File: config.mk
export PLATFORM = sky130hd
export DESIGN_NAME = bk_buck_regs
export DESIGN_NICKNAME = d
export VERILOG_FILES = /design/src/core/bk_pkg.sv /design/src/core/bk_stepper.sv /design/src/core/bk_buck_regs.sv
export VERILOG_INCLUDE_DIRS = /design/src /design/src/core
export SDC_FILE = /design/constraint.sdc
export NUM_CORES = 1
export LEC_CHECK = 0
export BUFFER_PORTS_ARGS = -buffer_cell sky130_fd_sc_hd__buf_2
export CORE_ASPECT_RATIO = 0.7
export CORE_MARGIN = 2
export CORE_UTILIZATION = 30
export DETAILED_ROUTE_END_ITERATION = 8
export PLACE_DENSITY_LB_ADDON = 0.1
export REMOVE_ABC_BUFFERS = 1
export SYNTH_ARGS = -nofsm -noshare
export SYNTH_HDL_FRONTEND = slang
export SYNTH_SLANG_ARGS = --single-unit
export TNS_END_PERCENT = 10
File: constraint.sdc
create_clock -name clk -period 4.85 [get_ports clk]
set_input_delay 0.485 -clock clk [delete_from_list [all_inputs] [get_ports clk]]
set_output_delay 0.485 -clock clk [all_outputs]
set_load 0.02 [all_outputs]
File: src/core/bk_defines.svh
`ifndef BK_DEFINES_SVH
`define BK_DEFINES_SVH

// register addresses on the serial register port
`define BK_ADDR_ONE_MAIN 8'h10
`define BK_ADDR_ONE_SLEW 8'h11
`define BK_ADDR_ONE_STBY 8'h12
`define BK_ADDR_TWO_MAIN 8'h13
`define BK_ADDR_TWO_SLEW 8'h14
`define BK_ADDR_TWO_STBY 8'h15
`define BK_ADDR_FIRST 8'h10
`define BK_ADDR_LAST 8'h15

// field positions
`define BK_BIT_ENABLE 7
`define BK_BIT_RIPPLE 6
`define BK_BIT_PWM_ONLY 5
`define BK_BIT_STBY_REQ 6
`define BK_BIT_DISCHARGE 5
`define BK_PHASE_HI 4
`define BK_PHASE_LO 3
`define BK_CODE_HI 4
`define BK_SLEW_HI 2

// writable bit masks; unused bits are never stored and read as zero
`define BK_MASK_MAIN 8'hFF
`define BK_MASK_ONE_SLEW 8'h7F
`define BK_MASK_TWO_SLEW 8'h67
`define BK_MASK_STBY 8'h1F

// power-up values: 1.24 V, 180 deg + 15.36 mV/us, 1.80 V, 1.8 V standby
`define BK_RST_ONE_MAIN 8'h10
`define BK_RST_ONE_SLEW 8'h16
`define BK_RST_ONE_STBY 8'h00
`define BK_RST_TWO_MAIN 8'h0A
`define BK_RST_TWO_SLEW 8'h00
`define BK_RST_TWO_STBY 8'h0A

// slew settings
`define BK_SLEW_IMMEDIATE 3'h7
`define BK_CLK_MHZ 50
// one code step at the slowest rate: 40 mV at 0.24 mV/us
`define BK_SLOW_STEP_NS 166667
`define BK_SLOW_STEP_CYC ((`BK_SLOW_STEP_NS * `BK_CLK_MHZ) / 1000)

`endif

File: src/core/bk_pkg.sv
package bk_pkg;

  typedef logic [7:0] bk_byte_t;
  typedef logic [4:0] bk_code_t;

  // gray-coded stepper states
  typedef enum logic [1:0] {
    BK_IDLE = 2'b00,
    BK_RAMP = 2'b01
  } bk_step_e;

  typedef struct packed {
    bk_step_e st;
    logic [4:0] level;
    logic [31:0] cnt;
    logic [4:0] code;
    logic busy;
  } bk_step_s;

  // bank order: 0 one_main .. 5 two_stby
  typedef struct packed {
    bk_byte_t [5:0] regs;
    bk_byte_t rdata;
    logic rd_hit;
    logic one_en;
    logic one_rpl;
    logic one_pwm;
    logic one_dis;
    logic two_en;
    logic two_rpl;
    logic two_pwm;
    logic two_dis;
    logic [1:0] phase;
  } bk_top_s;

endpackage : bk_pkg

File: src/core/bk_stepper.sv
`timescale 1ns/1ps
`include "bk_defines.svh"

module bk_stepper #(
  parameter int STEP_BASE_CYCLES = `BK_SLOW_STEP_CYC,
  parameter logic [4:0] RESET_CODE = 5'h00
) (
  input wire logic clk,
  input wire logic sys_rst,
  input wire logic enable,
  input wire bk_pkg::bk_code_t target_code,
  input wire logic [2:0] slew_code,
  output logic [4:0] present_code,
  output logic busy
);

  // refuse bases that collapse to less than two cycles at the fastest rate
  if (STEP_BASE_CYCLES < 128) begin : g_chk
    $error("bk_stepper: STEP_BASE_CYCLES too small");
  end

  // code 31 is the lowest level, so ramps run on a level index
  function automatic logic [4:0] code_to_level(input logic [4:0] c);
    code_to_level = c + 5'h01;
  endfunction : code_to_level

  function automatic logic [4:0] level_to_code(input logic [4:0] l);
    level_to_code = l - 5'h01;
  endfunction : level_to_code

  bk_pkg::bk_step_s s_r;
  bk_pkg::bk_step_s s_nxt;
  logic [4:0] tgt_level;
  logic [31:0] interval;

  assign tgt_level = code_to_level(target_code);
  // each faster code halves the dwell per level
  assign interval = (STEP_BASE_CYCLES >> slew_code) - 1;

  always_comb begin
    s_nxt = s_r;
    if (!enable || slew_code == `BK_SLEW_IMMEDIATE) begin
      s_nxt.level = tgt_level;
      s_nxt.cnt = '0;
      s_nxt.st = bk_pkg::BK_IDLE;
    end else if (s_r.level == tgt_level) begin
      s_nxt.cnt = '0;
      s_nxt.st = bk_pkg::BK_IDLE;
    end else begin
      s_nxt.st = bk_pkg::BK_RAMP;
      if (s_r.cnt >= interval) begin
        s_nxt.cnt = '0;
        s_nxt.level = (s_r.level < tgt_level) ? s_r.level + 5'h01 : s_r.level - 5'h01;
      end else begin
        s_nxt.cnt = s_r.cnt + 32'h0000_0001;
      end
    end
    // registered copies keep the outputs straight off flops
    s_nxt.code = level_to_code(s_nxt.level);
    s_nxt.busy = (s_nxt.st == bk_pkg::BK_RAMP);
  end

  always_ff @(posedge clk) begin
    if (sys_rst) begin
      s_r.st <= bk_pkg::BK_IDLE;
      s_r.level <= code_to_level(RESET_CODE);
      s_r.cnt <= '0;
      s_r.code <= RESET_CODE;
      s_r.busy <= 1'b0;
    end else begin
      s_r <= s_nxt;
    end
  end

  assign present_code = s_r.code;
  assign busy = s_r.busy;
endmodule : bk_stepper

File: src/core/bk_buck_regs.sv
`timescale 1ns/1ps
`include "bk_defines.svh"

module bk_buck_regs #(
  parameter int STEP_BASE_CYCLES = `BK_SLOW_STEP_CYC
) (
  input wire logic clk,
  input wire logic sys_rst,
  input wire logic [7:0] reg_addr,
  input wire logic [7:0] reg_wdata,
  input wire logic reg_wr_en,
  input wire logic reg_rd_en,
  output logic [7:0] reg_rdata,
  output logic reg_hit,
  output logic buck_one_enable,
  output logic buck_one_ripple_select,
  output logic buck_one_pwm_only,
  output logic buck_one_discharge_enable,
  output logic [4:0] buck_one_voltage_code,
  output logic buck_one_busy,
  output logic buck_two_enable,
  output logic buck_two_ripple_select,
  output logic buck_two_pwm_only,
  output logic buck_two_discharge_enable,
  output logic [4:0] buck_two_voltage_code,
  output logic buck_two_busy,
  output logic [1:0] buck_phase_delay
);

  if (STEP_BASE_CYCLES < 128) begin : g_chk
    $error("bk_buck_regs: STEP_BASE_CYCLES too small");
  end

  bk_pkg::bk_top_s s_r;
  bk_pkg::bk_top_s s_nxt;

  // address to bank slot; slot 7 marks an unmapped address
  function automatic logic [2:0] slot_of(input logic [7:0] a);
    if (a >= `BK_ADDR_FIRST && a <= `BK_ADDR_LAST) begin
      slot_of = a[2:0] - 3'h0;
    end else begin
      slot_of = 3'h7;
    end
  endfunction : slot_of

  function automatic logic [7:0] mask_of(input logic [2:0] slot);
    case (slot)
      3'h0: mask_of = `BK_MASK_MAIN;
      3'h1: mask_of = `BK_MASK_ONE_SLEW;
      3'h2: mask_of = `BK_MASK_STBY;
      3'h3: mask_of = `BK_MASK_MAIN;
      3'h4: mask_of = `BK_MASK_TWO_SLEW;
      3'h5: mask_of = `BK_MASK_STBY;
      default: mask_of = 8'h00;
    endcase
  endfunction : mask_of

  logic [2:0] wslot;
  logic [7:0] cur;
  logic [7:0] wmask;
  logic one_stby;
  logic two_stby;

  // 0x10 maps to slot 0 since only the low three bits differ in range
  assign wslot = (slot_of(reg_addr) == 3'h7) ? 3'h7 : reg_addr[2:0] - 3'h0 - 3'h0;
  assign wmask = mask_of(wslot);
  assign cur = (wslot == 3'h7) ? 8'h00 : s_r.regs[wslot];
  assign one_stby = s_r.regs[1][`BK_BIT_STBY_REQ];
  assign two_stby = s_r.regs[4][`BK_BIT_STBY_REQ];

  always_comb begin
    s_nxt = s_r;
    if (reg_wr_en && wslot != 3'h7) begin
      s_nxt.regs[wslot] = (cur & ~wmask) | (reg_wdata & wmask);
    end
    // read answer, zero and no hit when unmapped
    if (reg_rd_en) begin
      s_nxt.rdata = cur;
      s_nxt.rd_hit = (wslot != 3'h7);
    end
    s_nxt.one_en = s_r.regs[0][`BK_BIT_ENABLE];
    s_nxt.one_rpl = s_r.regs[0][`BK_BIT_RIPPLE];
    s_nxt.two_en = s_r.regs[3][`BK_BIT_ENABLE];
    s_nxt.two_rpl = s_r.regs[3][`BK_BIT_RIPPLE];
    s_nxt.one_pwm = s_r.regs[0][`BK_BIT_PWM_ONLY] && !one_stby;
    s_nxt.two_pwm = s_r.regs[3][`BK_BIT_PWM_ONLY] && !two_stby;
    s_nxt.one_dis = s_r.regs[1][`BK_BIT_DISCHARGE];
    s_nxt.two_dis = s_r.regs[4][`BK_BIT_DISCHARGE];
    s_nxt.phase = s_r.regs[1][`BK_PHASE_HI:`BK_PHASE_LO];
  end

  always_ff @(posedge clk) begin
    if (sys_rst) begin
      s_r.regs[0] <= `BK_RST_ONE_MAIN;
      s_r.regs[1] <= `BK_RST_ONE_SLEW;
      s_r.regs[2] <= `BK_RST_ONE_STBY;
      s_r.regs[3] <= `BK_RST_TWO_MAIN;
      s_r.regs[4] <= `BK_RST_TWO_SLEW;
      s_r.regs[5] <= `BK_RST_TWO_STBY;
      s_r.rdata <= 8'h00;
      s_r.rd_hit <= 1'b0;
      s_r.one_en <= 1'b0;
      s_r.one_rpl <= 1'b0;
      s_r.one_pwm <= 1'b0;
      s_r.one_dis <= 1'b0;
      s_r.two_en <= 1'b0;
      s_r.two_rpl <= 1'b0;
      s_r.two_pwm <= 1'b0;
      s_r.two_dis <= 1'b0;
      s_r.phase <= 2'h0;
    end else begin
      s_r <= s_nxt;
    end
  end

  // standby picks the standby level as target
  bk_pkg::bk_code_t one_target;
  bk_pkg::bk_code_t two_target;
  assign one_target = one_stby ? s_r.regs[2][`BK_CODE_HI:0] : s_r.regs[0][`BK_CODE_HI:0];
  assign two_target = two_stby ? s_r.regs[5][`BK_CODE_HI:0] : s_r.regs[3][`BK_CODE_HI:0];

  // per-converter ramps; buck two moves twice the voltage per level
  bk_stepper #(
    .STEP_BASE_CYCLES(STEP_BASE_CYCLES),
    .RESET_CODE(5'h10)
  ) u_one_ramp (
    .clk(clk),
    .sys_rst(sys_rst),
    .enable(s_r.regs[0][`BK_BIT_ENABLE]),
    .target_code(one_target),
    .slew_code(s_r.regs[1][`BK_SLEW_HI:0]),
    .present_code(buck_one_voltage_code),
    .busy(buck_one_busy)
  );

  bk_stepper #(
    .STEP_BASE_CYCLES(STEP_BASE_CYCLES),
    .RESET_CODE(5'h0A)
  ) u_two_ramp (
    .clk(clk),
    .sys_rst(sys_rst),
    .enable(s_r.regs[3][`BK_BIT_ENABLE]),
    .target_code(two_target),
    .slew_code(s_r.regs[4][`BK_SLEW_HI:0]),
    .present_code(buck_two_voltage_code),
    .busy(buck_two_busy)
  );

  // outputs straight from flops
  assign reg_rdata = s_r.rdata;
  assign reg_hit = s_r.rd_hit;
  assign buck_one_enable = s_r.one_en;
  assign buck_one_ripple_select = s_r.one_rpl;
  assign buck_one_pwm_only = s_r.one_pwm;
  assign buck_one_discharge_enable = s_r.one_dis;
  assign buck_two_enable = s_r.two_en;
  assign buck_two_ripple_select = s_r.two_rpl;
  assign buck_two_pwm_only = s_r.two_pwm;
  assign buck_two_discharge_enable = s_r.two_dis;
  assign buck_phase_delay = s_r.phase;
endmodule : bk_buck_regs

Word-level counts from Yosys, hierarchy flattened
Index checks and enable logic that the tools add are counted.
{ "totals": {"ff_bits": 153, "inputBits": 20, "out_inout_bits": 31, "elab_cells": 106} }
{ "op_classes": {"n_addsub": 12, "order_cmp": 8, "n_eq_ne": 14, "shift": 2, "mux": 25, "bitwise": 4, "reduce_logical": 16} }
{ "ops": {"columns": ["cell", "count"], "rows": [
  ["$mux 32", 4],
  ["$mux 39", 2],
  ["$add 32x1->32 const B", 2],
  ["$ge 32x32->1", 2],
  ["$shr 14x3->32 const A", 2],
  ["$sub 32x2->32 const B", 2],
  ["$bwmux 48", 1],
  ["$mux 5", 8],
  ["$pmux 8 s4", 1],
  ["$bmux 8 s3", 1],
  ["$demux 8 s3", 1],
  ["$mux 8", 3],
  ["$add 5x1->5 const B", 4],
  ["$sub 5x1->5 const B", 4],
  ["$eq 3x3->1 const B", 6],
  ["$and 8x8->8", 2],
  ["$eq 5x5->1", 2],
  ["$lt 5x5->1", 2],
  ["$ge 8x5->1 const B", 1],
  ["$le 8x5->1 const B", 1],
  ["$not 8->8", 1],
  ["$or 8x8->8", 1],
  ["$reduce_or 4->1", 2],
  ["$eq 3x2->1 const B", 2],
  ["12 further kinds", 24]
]} }

Longest topological paths before layout
Gate-level depths: netlist of the first run.
{ "depth": {"ltp_word": 12, "depth_mapped": 23} }

Modules after synthesis
From an unflattened synthesis of the first run, not the netlist that was laid out.
{ "hier_totals": {"cells_unflattened": 919, "area_unflattened_um2": 8266.7} }
{ "by_module_without_submodules": {"columns": ["module", "instances", "cells_per_inst", "area_each_um2", "seq_area_each_um2"], "rows": [
  ["bk_buck_regs", 1, 324, 3051.7, 1341.3],
  ["bk_stepper at u_one_ramp", 1, 299, 2608.8, 860.8],
  ["bk_stepper at u_two_ramp", 1, 296, 2606.2, 860.8]
]} }

Least setup slack after synthesis of the first run
Ideal clock, no wire load.
{ "synth_timing": {"path_type": "reg-to-reg", "from": "register s_r[28] (netlist name)", "to": "register u_one_ramp.s_r (netlist bit u_one_ramp.present_code[4])", "t_arrival_ns": 4.457, "slack_ns": 0.272, "path_stages_with_launch": 22, "path_buffers": 0, "period_less_slack_ns": 4.578, "cell_sequence": "dfxtp_1 > inv_1 > ha_1 > mux2i_1 > o211ai_1 > o21ai_1 > or3b_1 > a2111oi_2 > xnor2_1 > nand2_1 > o21ai_0 > ha_1 > nor3_1 > nand4_1 > a211oi_4 > nand4_4 > a31o_2 > o22ai_1 > ha_1 > inv_1 > nor4bb_4 > mux2_4"} }
{ "synth_via": {"elab_chain_len": 7, "word_cells_on_any_way": 9, "cone_classes": "add/sub: 2; order compare: 1; eq/ne: 1; shift: 1; mux: 3; reduce/logical: 1"} }
{ "synth_lines": {"columns": ["item", "line_no", "text"], "rows": [
  ["start, declared", "bk_buck_regs.sv:34", "bk_pkg::bk_top_s s_r;"],
  ["start signal, assigned", "bk_buck_regs.sv:112", "s_r <= s_nxt;"],
  ["$shr 14x3->32", "bk_stepper.sv:38", "assign interval = (STEP_BASE_CYCLES >> slew_code) - 1;"],
  ["$sub 32x2->32", "bk_stepper.sv:38", null],
  ["$ge 32x32->1", "bk_stepper.sv:51", "if (s_r.cnt >= interval) begin"],
  ["$mux 5", "bk_stepper.sv:51", null],
  ["$mux 5", "bk_stepper.sv:46", "end else if (s_r.level == tgt_level) begin"],
  ["$mux 39 (*)", "bk_stepper.sv:42", "if (!enable || slew_code == `BK_SLEW_IMMEDIATE) begin"],
  ["$sub 5x1->5 (*)", "bk_stepper.sv:28", "level_to_code = l - 5'h01;"],
  ["end signal, assigned", "bk_stepper.sv:71", "s_r <= s_nxt;"],
  ["end, declared", "bk_stepper.sv:31", "bk_pkg::bk_step_s s_r;"]
]} }
Mark *: on every way between the ends. The rest lies on a longest branch, timed or not.
A chain may end at the register's enable or synchronous reset.

Final worst setup path of the first run
Same ends and word-level chain as after synthesis.

==> results.md, run 1 <==
Logic synthesis:
- The synthesized design contains 153 register bits.
- The share of the synthesized area in the top cell type is 37.18%.
- Of all cell types, the one taking the most synthesized area is sky130_fd_sc_hd__dfxtp_1.
- The post-synthesis instance total is 937.
- In the synthesized netlist the async set-or-reset flop fraction comes to 0%.
- The synthesized netlist contains 73 unique library cells.
- The netlist area before placement is 8238 sq um.
- The post-synthesis average cell area is 8.792 sq um.
- The primary flip-flop cell chosen by synthesis mapping is sky130_fd_sc_hd__dfxtp_1.
- After synthesis, the cell types taking the most area are sky130_fd_sc_hd__dfxtp_1 37%, sky130_fd_sc_hd__ha_1 10%, sky130_fd_sc_hd__nor2_1 5.9%.
- The Yosys step of the flow raised 0 warnings.
- The count of flip-flops with a built-in enable after synthesis is 0.
- The sequential-to-total area share from yosys stat is 37.18%.

CTS:
- The clock slew seen by the registers of the worst setup and hold paths is 0.06 ns.
- The root buffer cell is sky130_fd_sc_hd__clkbuf_16.
- The clock drives 153 sinks.
- In this run, CTS created clock tree buffers numbering 17.
- The H-tree generated during clock tree synthesis spans 4 levels.
- The TritonCTS clock tree is yes.
- The later-pin clock latency in the skew report is 0.45 ns.
- The maximum buffer depth of the clock tree is 2.

Setup path:
- The worst stage delay on the critical path is 0.43 ns.
- The highest fanout seen on the critical path is 5.
- Data arrives at the worst endpoint at 4.89 ns.
- Traced cell by cell, the critical path runs through inv_1 -> ha_4 -> mux2i_1 -> o211ai_1 -> o21ai_1 -> or3b_4 -> a2111oi_4 -> xnor2_1 -> nand2_1 -> o21ai_0 -> ha_1 -> nor3_2 -> nand4_1 -> a211oi_4 -> buf_4 -> a21oi_2 -> a31o_2 -> o22ai_4 -> ha_4 -> inv_1 -> nor4bb_4 -> mux2_4.
- The required time at the worst-slack endpoint is 5.18 ns.
- The worst setup path is launched from a flop.
- The critical path class is flop to flop.
- The slowest cell on the critical path is sky130_fd_sc_hd__or3b_4.
- STA classifies the critical path endpoint as a flop.

GRT:
- The maximum number of pins on one net before global-route repair is 60.
- The remaining global-route overflow is 0.
- The number of global-route vias before repair is 5942.
- The first global-routing pass estimated 33000 um of wire.
- Across every metal layer, demand over resource in global routing totals 14.78%.
- The initial antenna violation count came to 0.

Power:
- The power density relative to cell area is 278.4 nW/um^2.
- The switching fraction of total power is 23.97%.
- The proportion of power drawn by combinational gates is 2.7%.
- The leakage power summed over all cells is 0.003925 uW.
- Of the total power, the clock network draws 49.8%.
- The net switching power is 643.2 uW.
- The share of power burned in registers is 47.6%.
- The internal power of the cells is 2040 uW.
- The maximum ir drop on the vdd rail is 214.6 uV.

Routing:
- In the detailed route, the total length drawn on met3 is 616 um.
- The number of vias per cell after detailed routing is 4.568.
- In the detailed route, the total length drawn on met2 is 8011 um.
- In the final routed layout, each cell accounts on average for 14.79 um.
- The detailed-routing wirelength on met1 is 11550 um.
- In this run the remaining antenna-violating nets after routing total 0.
- The first-pass iteration count of the detailed router is 5.
- The top routing layer in use is met4.
- The overall via count from detail_route is 6317.
- Wires add up to 20460 um.
- The detailed-route DRC error count is 0.
- The number of violations reported at the end of detailed-routing iteration 0 is 350.

STA:
- The final period demand of the worst path is 4.554 ns.
- The worst-case clock skew is 0.009912 ns.
- After layout, the worst path uses 93.90% of the clock period.
- The worst slew margin relative to its limit is 42.35%.
- The final critical-path setup slack is 0.2956 ns.
- Setup repair after global routing could not meet its margin everywhere.
- The hold slack is 0.3794 ns.
- For the pin with the worst max-slew slack, the measured transition is 0.8638 ns.
- The number of endpoints with negative hold slack in the final report was 0.
- The number of slew-limit violations in the final report is 0.
- Setup violations remaining at the end of the flow were counted as 0.
- The top achievable clock speed is 219.6 MHz.

Place:
- In this run the tool buffered the top-level ports with 50 buffer cells.
- Detailed placement ended at an HPWL of 14930 um.
- The weighted congestion at the end of routability-driven global placement is 0.8051.
- Once placement finished, the instance area stood at 8924 sq um.
- At the placement stage, the worst setup path has a slack of -0.08651 ns.
- The count of placed standard cells including taps is 1348.

Cells and area:
- The signed area change from the synthesized netlist to the final layout is 17.00%.
- The net count of the finished layout is 1096.
- The final cell count without fillers is 1383.
- Fill cells in the final layout number 2752.
- The area of all placed cells without fillers is 9638 sq um.
- The number of antenna repair diodes is 0.
- The total area of sequential cells is 3065 sq um.
- In the final layout, the multi-input gates occupy 4967 sq um.
- The share of layout cells above drive strength 1 is 16.00%.

Job:
- The tool flagged a number of max-cap violations equal to 0.

Floorplan:
- The total area inside the core boundary comes to 26840 sq um.
- The die outline area is 28820 sq um.
- The number of core rows is 50.
- From bottom edge to top edge, the die measures 142.6 um.
- The die boundary width is 202.1 um.
- The number of top-level pins is 51.
- The initial utilization of the core area, before any placement, comes to 30.69%.

Run status:
- The flow ran to the end, and the final reports show no timing, DRC or antenna violations.

Min path:
- The worst min-delay path category is primary input to flop.
power by group through the flow:
stage	registers (uW)	clock network (uW)	logic (uW)
after global placement	1310	0	72.3
after CTS	1280	1390	71.6
after floorplan	1300	0	28.7
after detailed placement	1300	0	71.3
after global routing	1280	1440	79.7
final	1280	1340	71.8
worst max-delay path, delay by kind of cell, from the launching register on:
kind | cells | cell delay, ns
buffers and inverters | 3 | 0.37
adder cells (fa/ha/maj) | 3 | 0.68
flip-flops | 1 | 0.33
XOR/XNOR | 1 | 0.10
AND/OR/NAND/NOR | 5 | 1.08
multiplexers | 2 | 0.40
AO/OA/AOI/OAI | 8 | 1.49
state kept, by name (all words and copies together), names as in the netlist, 2 cells and up:
| name | cells |
|---|---|
| u_one_ramp.present_code | 5 |
| u_two_ramp.s_r | 37 |
| u_two_ramp.present_code | 5 |
| buck_phase_delay | 2 |
| reg_rdata | 8 |
| s_r | 39 |
| u_one_ramp.s_r | 37 |
| s_nxt | 8 |
kinds of logic (layout without fill, tap and decap cells):
kind of cell	Yosys count	after routing	share of synthesized area, %
simple gates	353	353	21.35
compound gates	165	165	13.35
flops	153	153	37.18
buf+inv	91	140	5.301
fa+ha+maj	70	70	10.81
xor+xnor	58	58	6.166
mux	46	46	5.787
other cells	1	34	0.04552
final timing paths:
kind | startpoint | cells after the start | endpoint | slack, ns
setup / recovery | s_r[28] | 22 | u_one_ramp.present_code[4] | 0.30
hold / removal | sys_rst | 2 | u_one_ramp.present_code[1] | 0.38
setup reg to reg | s_r[28] | 22 | u_one_ramp.present_code[4] | 0.30
hold reg to reg | s_r[42] | 1 | s_r[42] | 0.47
metrics by stage:
stage          setup TNS (ns)  power [uW]  utilization, %
2_1_floorplan               0        1333               -
3_5_place_dp         -0.08651        1376           33.25
5_1_grt              -0.02145        2797           35.91
6_report                    0        2683           35.91
4_1_cts                     0        2734           35.53
3_3_place_gp                0        1377           33.25
placed cells by master, fill, tap and decap left out, types with 11 or more instances in the layout:
master / count
sky130_fd_sc_hd__clkbuf_16: 17
sky130_fd_sc_hd__o21ai_0: 30
sky130_fd_sc_hd__mux2i_1: 36
sky130_fd_sc_hd__xnor2_1: 35
sky130_fd_sc_hd__ha_1: 63
sky130_fd_sc_hd__a21oi_1: 53
sky130_fd_sc_hd__o211ai_1: 11
sky130_fd_sc_hd__inv_1: 31
sky130_fd_sc_hd__nand2b_1: 12
sky130_fd_sc_hd__nor2b_1: 37
sky130_fd_sc_hd__nor2_1: 130
sky130_fd_sc_hd__and3_1: 14
sky130_fd_sc_hd__dfxtp_1: 151
sky130_fd_sc_hd__nand3_1: 24
sky130_fd_sc_hd__buf_4: 26
sky130_fd_sc_hd__buf_2: 50
sky130_fd_sc_hd__conb_1: 34
sky130_fd_sc_hd__nand2_1: 65
sky130_fd_sc_hd__nor3_1: 13
sky130_fd_sc_hd__xor2_1: 23
Yosys cell counts, types with 3 or more instances:
master                      instances
sky130_fd_sc_hd__a31o_2             5
sky130_fd_sc_hd__ha_1              68
sky130_fd_sc_hd__a21oi_1           54
sky130_fd_sc_hd__mux2_2             9
sky130_fd_sc_hd__mux2i_1           36
sky130_fd_sc_hd__and2_1             6
sky130_fd_sc_hd__nor2_1           130
sky130_fd_sc_hd__a211oi_1          11
sky130_fd_sc_hd__a22oi_1            5
sky130_fd_sc_hd__and4_1             4
sky130_fd_sc_hd__nand4_1            9
sky130_fd_sc_hd__nand3_1           24
sky130_fd_sc_hd__nor3b_1            4
sky130_fd_sc_hd__o32a_1             3
sky130_fd_sc_hd__o21bai_1           3
sky130_fd_sc_hd__o211ai_1          11
sky130_fd_sc_hd__and3_1            14
sky130_fd_sc_hd__buf_1              4
sky130_fd_sc_hd__o21ai_0           31
sky130_fd_sc_hd__nor3_1            14
sky130_fd_sc_hd__a31oi_1            6
sky130_fd_sc_hd__a21boi_0           3
sky130_fd_sc_hd__nor4_1            10
sky130_fd_sc_hd__nor2b_1           37
sky130_fd_sc_hd__nand2_1           65
sky130_fd_sc_hd__clkbuf_1          28
sky130_fd_sc_hd__buf_4             21
sky130_fd_sc_hd__xor2_1            23
sky130_fd_sc_hd__nand2b_1          12
sky130_fd_sc_hd__a2111oi_0          3
sky130_fd_sc_hd__inv_1             32
sky130_fd_sc_hd__o22ai_1            3
sky130_fd_sc_hd__xnor2_1           35
sky130_fd_sc_hd__a21o_1            10
sky130_fd_sc_hd__dfxtp_1          153
sky130_fd_sc_hd__buf_2              5
sky130_fd_sc_hd__or2_2              4
sky130_fd_sc_hd__or3_1              3
final cells by class:
class | count | share of cell area, %
clock inverters | 13 | 1.363
repair buffers | 76 | 4.622
inverters | 32 | 1.246
flip-flops and latches | 153 | 31.81
multi-input cells | 726 | 51.54
well taps | 364 | 4.725
clock buffers | 19 | 4.699
repair_timing:
item                                    4_1_cts  5_1_grt
pin swaps                                     2        3
endpoints found under the setup margin        1        7
hold endpoints to repair                      0        0
resized for setup                             3       19
hold buffers                                  0        0
buffers inserted                              1        2
routing by layer:
metal	vias to the layer above	global-route usage, %
met5	-	0
met4	0	5.186
met3	18	3.104
met2	70	19.86
met1	2898	22.70
li1	3331	-
(Power assumes the default switching activity.)
==> run 2: changes to the inputs <==
REMOVE_ABC_BUFFERS = not set   (was 1)
SYNTH_HIERARCHICAL = 1   (was not set)
==> results.md, run 2 <==
GRT:
- The total routing usage reported by global routing is 15.37%.
- After global routing the overflow that remains totals 0.
- The maximum number of pins on one net before global-route repair is 32.
- The initial antenna violation count is 0.
- The first global-routing pass estimated 34570 um of wire.
- The number of global-route vias before repair is 6172.

Place:
- Once placement finished, the instance area stood at 9062 sq um.
- The weighted congestion at the end of routability-driven global placement is 0.7916.
- Once detailed placement completed, the half-perimeter wirelength came to 15820 um.
- The quantity of I/O buffers inserted on ports is 50.
- The count of placed standard cells including taps is 1345.
- Prior to clock tree synthesis, the placed netlist has a worst setup slack of -0.04542 ns.

Logic synthesis:
- In the post-synthesis netlist, the cell with the most instances is sky130_fd_sc_hd__dfxtp_1.
- After synthesis, the largest area contributor takes up 37.05% of total cell area.
- By count the netlist is led by 153 x sky130_fd_sc_hd__dfxtp_1, 103 x sky130_fd_sc_hd__nor2_1, 66 x sky130_fd_sc_hd__ha_1.
- The synthesized design contains 0 enable-type register cells.
- The post-synthesis instance total is 919.
- The netlist area before placement is 8267 sq um.
- Among all flip-flop cells after synthesis, the most frequent one is sky130_fd_sc_hd__dfxtp_1.
- The Yosys warning count is 6.
- The sequential-to-total area share from yosys stat is 37.05%.
- By area the synthesized netlist is led by sky130_fd_sc_hd__dfxtp_1 37%, sky130_fd_sc_hd__ha_1 10%, sky130_fd_sc_hd__nor2_1 4.7%.
- The post-synthesis async set-or-reset flop share is 0%.
- In this run, synthesis produced a sequential element count of 153.
- The post-synthesis cell type with the largest combined area is sky130_fd_sc_hd__dfxtp_1.
- The post-synthesis average cell area is 8.995 sq um.
- The number of distinct library cells after synthesis is 80.

Min path:
- For hold timing, the worst endpoint is s_r[45].
- The worst hold path passes through 3 cells.
- In this run the most critical hold path is launched from reg_wdata[2].
- The path class of the tightest hold or removal check is primary input to flop.

Routing:
- Dividing the detail-routed via count by the number of cells gives 4.729.
- For this run, the detailed router's first-pass iteration total came to 5.
- The number of violations reported at the end of detailed-routing iteration 0 is 344.
- The routed design has 21520 um of wire.
- The detailed-route DRC error count is 0.
- The routed wirelength normalized by instance count is 15.52 um.
- The post-route antenna net violation count is 0.
- The overall via count from detail_route is 6555.

Setup path:
- The endpoint identified for the worst register-to-register timing path is u_one_ramp/present_code[4].
- Data on the critical path arrives at its endpoint at 4.95 ns.
- Traced cell by cell, the critical path runs through clkinvlp_4 -> ha_4 -> mux2i_4 -> o21ai_2 -> nor2_1 -> and3_4 -> a21oi_4 -> nor2_2 -> xor2_1 -> o21ai_1 -> ha_1 -> nand4_1 -> o22ai_1 -> or4_1 -> a41o_2 -> a31o_1 -> a2bb2oi_2 -> or4_4 -> mux2_4.
- In this run the worst path has a maximum fanout of 6.
- The slowest cell on the critical path is sky130_fd_sc_hd__or4_4.
- The setup path with the least slack is of type flop to flop.
- The worst stage delay on the critical path is 0.56 ns.
- STA classifies the critical path endpoint as a flop.
- The worst register-to-register path has a depth of 19.
- STA classifies the critical path startpoint as a flop.
- The required time at the worst-slack endpoint is 5.17 ns.
- The startpoint identified for the worst register-to-register timing path is s_r[27].
- Across all register-to-register paths, the minimum setup slack is 0.22 ns.

Floorplan:
- The die boundary width is 202.4 um.
- The die outline area is 28920 sq um.
- After floorplanning, the core was divided into 50 placement rows.
- The number of top-level pins is 51.
- The starting density of the core is 30.73%.
- The area of the core is 26900 sq um.
- From bottom edge to top edge, the die measures 142.9 um.

STA:
- The fraction of the cycle the final worst path needs is 95.44%.
- Setup slack closes at 0.2210 ns.
- Setup violations remaining at the end of the flow were counted as 0.
- The worst path in the final design needs a cycle of 4.629 ns, including I/O delays and setup.
- Headroom to the max-slew limit came out at 26.47%.
- The worst-case clock skew is 0.01222 ns.
- The number of endpoints with negative hold slack in the final report was 0.
- For this run, the top clock speed supported by timing is 216.0 MHz.
- The accumulated negative setup slack is 0 ns.
- At the pin with the least slew margin, the transition time is 1.095 ns.
- The number of slew-limit violations in the final report is 0.
- Setup repair after global routing could not meet its margin everywhere.

Cells and area:
- For this run, the share of the core covered by cells in the final layout is 36.97%.
- In the layout the commonest cells are 150 x sky130_fd_sc_hd__dfxtp_1, 101 x sky130_fd_sc_hd__nor2_1, 61 x sky130_fd_sc_hd__nand2_1, 61 x sky130_fd_sc_hd__ha_1, 50 x sky130_fd_sc_hd__buf_2.
- Summing all non-filler instances in the final layout gives an area of 9946 sq um.
- The register name with the most flops is s_r.
- The signed area change from the synthesized netlist to the final layout is 20.31%.
- The final cell count without fillers is 1386.
- The share of layout cells above drive strength 1 is 19.86%.
- Counting the fill cells in the layout gives 2782.
- The number of nets in the layout is 1097.
- The repair_antennas step left the layout with diodes totalling 0.
- The register with the most flip-flops in the layout has 39 of them.
- The largest registers in the layout are s_r x39, u_one_ramp/s_r x37, u_two_ramp/s_r x37.
- The library cell used most frequently in the layout, excluding fill and tap cells, is sky130_fd_sc_hd__dfxtp_1.

CTS:
- The clock slew seen by the registers of the worst setup and hold paths is 0.06 ns.
- The clock reaches the later pin of the worst-skew pair after 0.44 ns.
- The maximum buffer depth of the clock tree is 2.
- In this run the number of H-tree levels came out at 4.
- For this design, the CTS-stage hold fixing added 0 buffers.
- The number of clock buffers inserted by TritonCTS is 17.
- The TritonCTS clock tree is yes.
- The root buffer cell is sky130_fd_sc_hd__clkbuf_16.
- The count of clock tree sinks is 153.

Run status:
- The run finished with clean final reports.

Job:
- The count of maximum capacitance violations is 0.

Power:
- Summed over all cells, the static leakage comes to 0.003999 uW.
- The maximum ir drop on the vdd rail is 242.4 uV.
- Power spread over the standard cell area amounts to 284.5 nW/um^2.
==> run 2: cells by family (layout without fill, tap and decap cells) <==
kind of cell,count (synthesis),in the layout,synth area share [%]
AO/OA/AOI/OAI,168,168,13.36
XOR/XNOR,52,52,5.509
adder cells (fa/ha/maj),68,68,10.47
buffers and inverters,90,161,5.313
flip-flops,153,153,37.05
multiplexers,43,43,6.084
other,2,34,0.09085
AND/OR/NAND/NOR,343,343,22.11
==> run 2: worst max-delay path: cells and delay by family (launching register included) <==
family	cells	cell delay (ns)
AO/OA/AOI/OAI	7	1.00
XOR/XNOR	1	0.14
adder cells (fa/ha/maj)	2	0.60
buffers and inverters	1	0.14
flip-flops	1	0.38
multiplexers	2	0.47
AND/OR/NAND/NOR	6	1.78
==> run 2: worst max path at each step <==
stage	from	to	slack (ns)	cells past startpoint
detailed placement	s_r[27]	u_one_ramp/present_code[4]	-0.05	18
global route	s_r[27]	u_one_ramp/present_code[4]	-0.03	19
floorplan	s_r[28]	u_one_ramp/present_code[4]	0.15	19
finish	s_r[27]	u_one_ramp/present_code[4]	0.22	19
global placement	s_r[51]	u_two_ramp/present_code[4]	-0.02	19
CTS	s_r[51]	u_two_ramp/present_code[4]	0.007	18
==> run 2: layout make-up <==
| class | count | area [sq um] | share of cell area (%) |
|---|---|---|---|
| Inverter | 31 | 120.1 | 1.208 |
| Sequential cell | 153 | 3072 | 30.88 |
| Tap cell | 364 | 455.4 | 4.579 |
| Clock inverter | 13 | 192.7 | 1.937 |
| Timing Repair Buffer | 98 | 610.6 | 6.139 |
| Clock buffer | 19 | 452.9 | 4.554 |
| Multi-Input combinational cell | 708 | 5042 | 50.70 |
==> run 2: metal layers <==
| layer | part of all wire [%] | global-route usage [%] | routed length (um) | vias up |
|---|---|---|---|---|
| li1 | - | - | - | 3369 |
| met1 | 58 | 24.69 | 12450 | 3048 |
| met2 | 38 | 19.59 | 8073 | 122 |
| met3 | 3.4 | 3.241 | 733 | 16 |
| met4 | 1.2 | 4.610 | 261 | 0 |
| met5 | 0 | 0 | 0 | - |
==> run 2: what timing repair did <==
item | 4_1_cts | 5_1_grt
buffers inserted | 0 | 9
gates resized for setup | 1 | 47
setup endpoints to repair | 1 | 27
pin swaps | 0 | 15
==> run 2: stage by stage <==
stage	total power [uW]	hold slack (ns)
2_1_floorplan	1361	0.4211
3_3_place_gp	1393	0.4497
3_5_place_dp	1392	0.4574
4_1_cts	2882	0.3068
5_1_grt	2945	0.3112
6_report	2830	0.3292
==> run 2: where the power goes <==
group / switching, uW / internal (uW)
Clock: 571 / 894
Combinational: 60.5 / 27.3
Sequential: 4.66 / 1270
